**src/hdl/cpu_clock_defines.svh**
```systemverilog
`ifndef CPU_CLOCK_DEFINES_SVH
`define CPU_CLOCK_DEFINES_SVH

// ----------------------------------------
// Configuration field layout
// ----------------------------------------
`define PORT_BYTE_W 8
`define CLK_SEL_MSB 7
`define CLK_SEL_LSB 5
`define CLK_SEL_W 3
`define CLK_SEL_MODE_BIT 2
`define CONFIG_RESET_VALUE 8'h00

// ----------------------------------------
// Timing
// ----------------------------------------
`define OSC_PERIOD_NS 50
`define CLK_PERIOD_NS 50
`define PRESCALE_PHASE_CYCLES (`OSC_PERIOD_NS / `CLK_PERIOD_NS)
`define PHASE_CNT_W 2
`define SYNC_STAGES 2
`define CAPTURE_EDGES 3

`endif

```
**src/hdl/cpu_clock_pkg.sv**
```systemverilog
package cpu_clock_pkg;
   typedef enum logic {
      MODE_DIRECT,
      MODE_PRESCALE
   } clk_mode_e;
endpackage

```
**src/hdl/cpu_clock_if.sv**
```systemverilog
`timescale 1ns/10ps
`default_nettype none

interface cpu_clock_if;
   logic riseEn;
   logic fallEn;
   logic level;

   modport gen (
      output riseEn,
      output fallEn,
      output level
   );
   modport use_side (
      input riseEn,
      input fallEn,
      input level
   );
endinterface

`default_nettype wire

```
**src/hdl/cpu_phase_gen.sv**
```systemverilog
`timescale 1ns/10ps
`default_nettype none
`include "cpu_clock_defines.svh"

module cpu_phase_gen
   import cpu_clock_pkg::*;
(
   input wire logic clk,
   input wire logic rst,
   input wire clk_mode_e mode,
   cpu_clock_if.gen cpuClk
);

   logic [`PHASE_CNT_W-1:0] phaseCnt;
   logic phaseDone;
   logic level;

   assign phaseDone = (phaseCnt == `PHASE_CNT_W'(`PRESCALE_PHASE_CYCLES - 1));

   // ----------------------------------------
   // Phase length counter
   // ----------------------------------------
   always_ff @(posedge clk) begin
      if (rst || phaseDone || mode == MODE_DIRECT) begin
         phaseCnt <= '0;
      end else begin
         phaseCnt <= phaseCnt + `PHASE_CNT_W'(1);
      end
   end

   // ----------------------------------------
   // CPU clock level
   // ----------------------------------------
   // Divider toggles once per oscillator period in prescale mode, so duty is even; direct drive holds level high
   always_ff @(posedge clk) begin
      if (rst) begin
         level <= 1'b0;
      end else if (mode == MODE_PRESCALE) begin
         if (phaseDone) begin
            level <= ~level;
         end
      end else begin
         level <= 1'b1;
      end
   end

   // Direct drive: both edges fall in every oscillator period
   always_comb begin
      if (rst) begin
         cpuClk.riseEn = 1'b0;
         cpuClk.fallEn = 1'b0;
      end else if (mode == MODE_DIRECT) begin
         cpuClk.riseEn = 1'b1;
         cpuClk.fallEn = 1'b1;
      end else begin
         cpuClk.riseEn = phaseDone && !level;
         cpuClk.fallEn = phaseDone && level;
      end
   end

   assign cpuClk.level = level;
endmodule

`default_nettype wire

```
**src/hdl/cpu_clock_mode_select.sv**
```systemverilog
`timescale 1ns/10ps
`default_nettype none
`include "cpu_clock_defines.svh"

module cpu_clock_mode_select
   import cpu_clock_pkg::*;
(
   input wire logic clk,
   input wire logic rst,
   input wire logic [`PORT_BYTE_W-1:0] port0UpperByte,
   output logic [`PORT_BYTE_W-1:0] resetConfigUpperByte,
   output logic [`CLK_SEL_W-1:0] clockSourceSelect,
   output logic prescalerMode,
   output logic cpuClockLevel,
   output logic cpuRiseEn,
   output logic cpuFallEn,
   output logic [`PHASE_CNT_W-1:0] phaseSteps
);

   logic [`PORT_BYTE_W-1:0] pinMeta;
   logic [`PORT_BYTE_W-1:0] pinSync;
   clk_mode_e mode;

   cpu_clock_if cpuClk ();

   function automatic clk_mode_e decodeMode(input logic [`CLK_SEL_W-1:0] sel);
      decodeMode = sel[`CLK_SEL_MODE_BIT] ? MODE_PRESCALE : MODE_DIRECT;
   endfunction

   // ----------------------------------------
   // Pin synchroniser
   // ----------------------------------------
   always_ff @(posedge clk) begin
      pinMeta <= port0UpperByte;
      pinSync <= pinMeta;
   end

   // ----------------------------------------
   // Reset configuration capture
   // ----------------------------------------
   // Sampled every cycle of reset; last value before release is kept
   always_ff @(posedge clk) begin
      if (rst) begin
         resetConfigUpperByte <= pinSync;
      end
   end

   assign clockSourceSelect = resetConfigUpperByte[`CLK_SEL_MSB:`CLK_SEL_LSB];
   assign mode = decodeMode(clockSourceSelect);

   always_ff @(posedge clk) begin
      if (rst) begin
         prescalerMode <= 1'b0;
      end else begin
         prescalerMode <= (decodeMode(clockSourceSelect) == MODE_PRESCALE);
      end
   end

   // ----------------------------------------
   // Phase generator
   // ----------------------------------------
   cpu_phase_gen phaseGen (
      .clk(clk),
      .rst(rst),
      .mode(mode),
      .cpuClk(cpuClk)
   );

   assign cpuRiseEn = cpuClk.riseEn;
   assign cpuFallEn = cpuClk.fallEn;
   assign cpuClockLevel = cpuClk.level;
   assign phaseSteps = {1'b0, cpuClk.riseEn} + {1'b0, cpuClk.fallEn};

   // ----------------------------------------
   // Check helpers
   // ----------------------------------------
   // Run lengths of each clock level; saturating so direct drive cannot wrap
   logic [`PHASE_CNT_W-1:0] highRun;
   logic [`PHASE_CNT_W-1:0] lowRun;

   always_ff @(posedge clk) begin
      if (rst || !cpuClockLevel) begin
         highRun <= '0;
      end else if (highRun != '1) begin
         highRun <= highRun + `PHASE_CNT_W'(1);
      end
   end

   always_ff @(posedge clk) begin
      if (rst || cpuClockLevel) begin
         lowRun <= '0;
      end else if (lowRun != '1) begin
         lowRun <= lowRun + `PHASE_CNT_W'(1);
      end
   end
endmodule

`default_nettype wire

```
**config.mk**
```make
export PLATFORM = sky130hd
export DESIGN_NAME = cpu_clock_mode_select
export DESIGN_NICKNAME = d
export VERILOG_FILES = /design/src/hdl/cpu_clock_pkg.sv /design/src/hdl/cpu_clock_if.sv /design/src/hdl/cpu_phase_gen.sv /design/src/hdl/cpu_clock_mode_select.sv
export VERILOG_INCLUDE_DIRS = /design/src /design/src/hdl
export SDC_FILE = /design/constraint.sdc
export NUM_CORES = 1
export LEC_CHECK = 0
export BUFFER_PORTS_ARGS = -buffer_cell sky130_fd_sc_hd__buf_2
export CORE_MARGIN = 3
export CORE_UTILIZATION = 45
export DETAILED_ROUTE_END_ITERATION = 7
export GPL_ROUTABILITY_DRIVEN = 0
export PLACE_DENSITY = 0.73
export SLEW_MARGIN = 20
export SYNTH_ARGS = -nofsm -noshare
export SYNTH_HDL_FRONTEND = slang
export SYNTH_HIERARCHICAL = 1
export SYNTH_SLANG_ARGS = --single-unit
```
**constraint.sdc**
```tcl
create_clock -name clk -period 1.5 [get_ports clk]
set_input_delay 0.15 -clock clk [delete_from_list [all_inputs] [get_ports clk]]
set_output_delay 0.15 -clock clk [all_outputs]
set_load 0.005 [all_outputs]
```
==> reports/results.ini <==
[cts]
clock_sinks = 28
cts-buffers-inserted = 3
htree_levels = 1
ctsRootBufferMaster = clkbuf_4
cts_tree = built
ctsLongestPathBuffers = 2
worstSkewPairLatency_ps = 310
cts.clk_slew.worst_paths_ps = 130

[yosys]
netlist_top_cells_area = dfxtp_1, edfxtp_1, buf_4, ha_1, nor4b_2
yosysTopAreaCell = dfxtp_1
ys_ff_latch = 28
synth_fp_nets = 57
avgSynthCellArea_um2 = 17.27
synthCells = 45
yosys_warnings = 6
syn_area_um2 = 777.0
yosys.area.top_type_share_pct = 51.53
yosysSeqAreaShare_pct = 82.45
ys_types = 12

[floorplanning]
fp.dieW_um = 47.56
fp-row-count = 14
initial_core_util_pct = 49.84
die_h_um = 47.56
num_io_pins = 27
coreArea_mm2 = 0.001559
die-area_mm2 = 0.002261

[place]
dp_hpwl_um = 614.6
portBuffers = 26

[worst_setup_path]
crit_type = flop to output port
arrival_ps = 1410
crit_family = adder cells
slowest_delay_ps = 340
startpoint = phaseGen/phaseCnt[0]$_SDFF_PP0_
crit_path_end_kind = output port
required_ps = 1350
worstSetupStartpointType = flop
slowest_stage = dfxtp_2
r2r_start = phaseGen/phaseCnt[0]$_SDFF_PP0_
cp_num_buf_inv = 2
path_cells = inv_2 > ha_4 > nand2_2 > a21oi_2 > ha_1 > buf_2
cp_max_fo = 3

[sta]
fin_ws_ps = -60.53
skew_ps = 10.29
setup_violations = 1
tns_ps = -60.53
fmax_mhz = 640.8
min_period_ps = 1561
period_share_pct = 104.0
final-hold-violation-count = 0
hold_slack_ps = 198.1
rsz0062_at_grt = yes
worst_pin_slew_ps = 334.0
drv_slew = 0
max_slew_margin_pct = 77.73

[routing]
ant_nets = 0
vias = 442
first_pass_iters = 1
wl_mm = 1.069
wl_per_cell_um = 10.91
drtIter0Drc = 0
drc = 0
viasPerCell = 4.510

[power_and_ir_drop]
powerDensity_mw_per_mm2 = 1132
p_leak_nw = 0.4654
ir_worst_vdd_mv = 0.7612
power_w = 0.001197

[min_path]
min_from = rst
hold_path_class = input pin to flop

[final_layout]
layout-drive-gt1-share_pct = 52.44
layout.nets = 95
diodes = 0
areaGrowthSynthToFinish_pct = 36.07

[grt]
grt-ovfl-total = 0
grt_pass1_wl_mm = 1.490
grt_pass1_vias = 374
grt_max_degree = 16
grt.total_usage_pct = 10.23
antenna_found_initial = 0

[run]
cap_violations = 0

[outcome]
violations = setup timing
outcome = finished with violations

-- worst paths after layout --
path	end	slack, ps	cells after the start
worst max register to register	phaseGen/phaseCnt[0]$_SDFF_PP0_	400	4
worst min-delay path	prescalerMode$_SDFF_PP0_	200	2
worst max-delay path	phaseSteps[0]	-60	6
worst min register to register	pinSync[0]$_DFF_P_	330	0
-- metal layers --
layer / global-route usage [%] / vias up / share of wire (%)
met1: 10.39 / 199 / 41
met3: 3.383 / 2 / 7.7
li1: - / 221 / -
met2: 17.11 / 20 / 50
met4: 8.065 / 0 / 1.3
met5: 0 / - / 0
-- Yosys cell counts (all sizes together) --
library cell	n
edfxtp	8
nand2b	2
buf	4
inv	2
dfxtp	20
a21oi	2
nor2b	1
a31oi	1
nand2	1
and4bb	1
nor4b	1
ha	2
-- cell usage in the layout, fill, tap and decap left out, types with 2 or more instances in the layout --
cell	instances
buf_4	3
dlygate4sd3_1	8
clkbuf_4	3
edfxtp_1	8
dfxtp_1	19
buf_2	26
inv_2	2
a21oi_2	2
-- state kept, by name, indices dropped and copies added, names as in the netlist --
name and count:
phaseGen/phaseCnt 2, pinSync 8, pinMeta 8, resetConfigUpperByte 8, phaseGen/cpuClk.level 1, prescalerMode 1
-- cell families (layout without fill, tap and decap cells) --
kind of cell,after synthesis,in the layout,synth area share (%)
flops,28,28,82.45
compound gates,3,3,2.094
simple gates,6,6,7.405
buf+inv,6,43,4.831
fa+ha+maj,2,2,3.220
-- stage by stage --
stage	util [%]	cell area (um2)	setup slack (ps)	instances
2_1_floorplan	-	777.0	237.7	45
3_3_place_gp	57.54	897.1	154.5	83
3_5_place_dp	57.54	897.1	89.88	83
4_1_cts	67.82	1057	-72.92	98
5_1_grt	67.82	1057	-164.9	98
6_report	67.82	1057	-60.53	98
-- power by group --
part           leakage [nW]  internal [W]  switching [W]
logic                 0.203     0.0000506      0.0000310
clock network        0.0154     0.0000971       0.000190
registers             0.247      0.000817      0.0000120
total                 0.465      0.000965       0.000233
-- layout make-up --
cell class,instances,area (um2)
inverters,2,7.507
clock inverters,1,3.754
fillers,113,501.7
multi-input cells,11,128.9
repair buffers,37,232.7
well taps,16,20.02
flip-flops and latches,28,641.9
clock buffers,3,22.52
-- what timing repair did --
action / 4_1_cts / 5_1_grt
resized for setup: 9 / 0
endpoints found under the setup margin: 3 / 2
buffers inserted: 3 / 0
endpoints found under the hold margin: 8 / 0
pin swaps: 4 / 0
hold buffers: 8 / 0
Note: power is estimated with default switching activity, not from simulation.
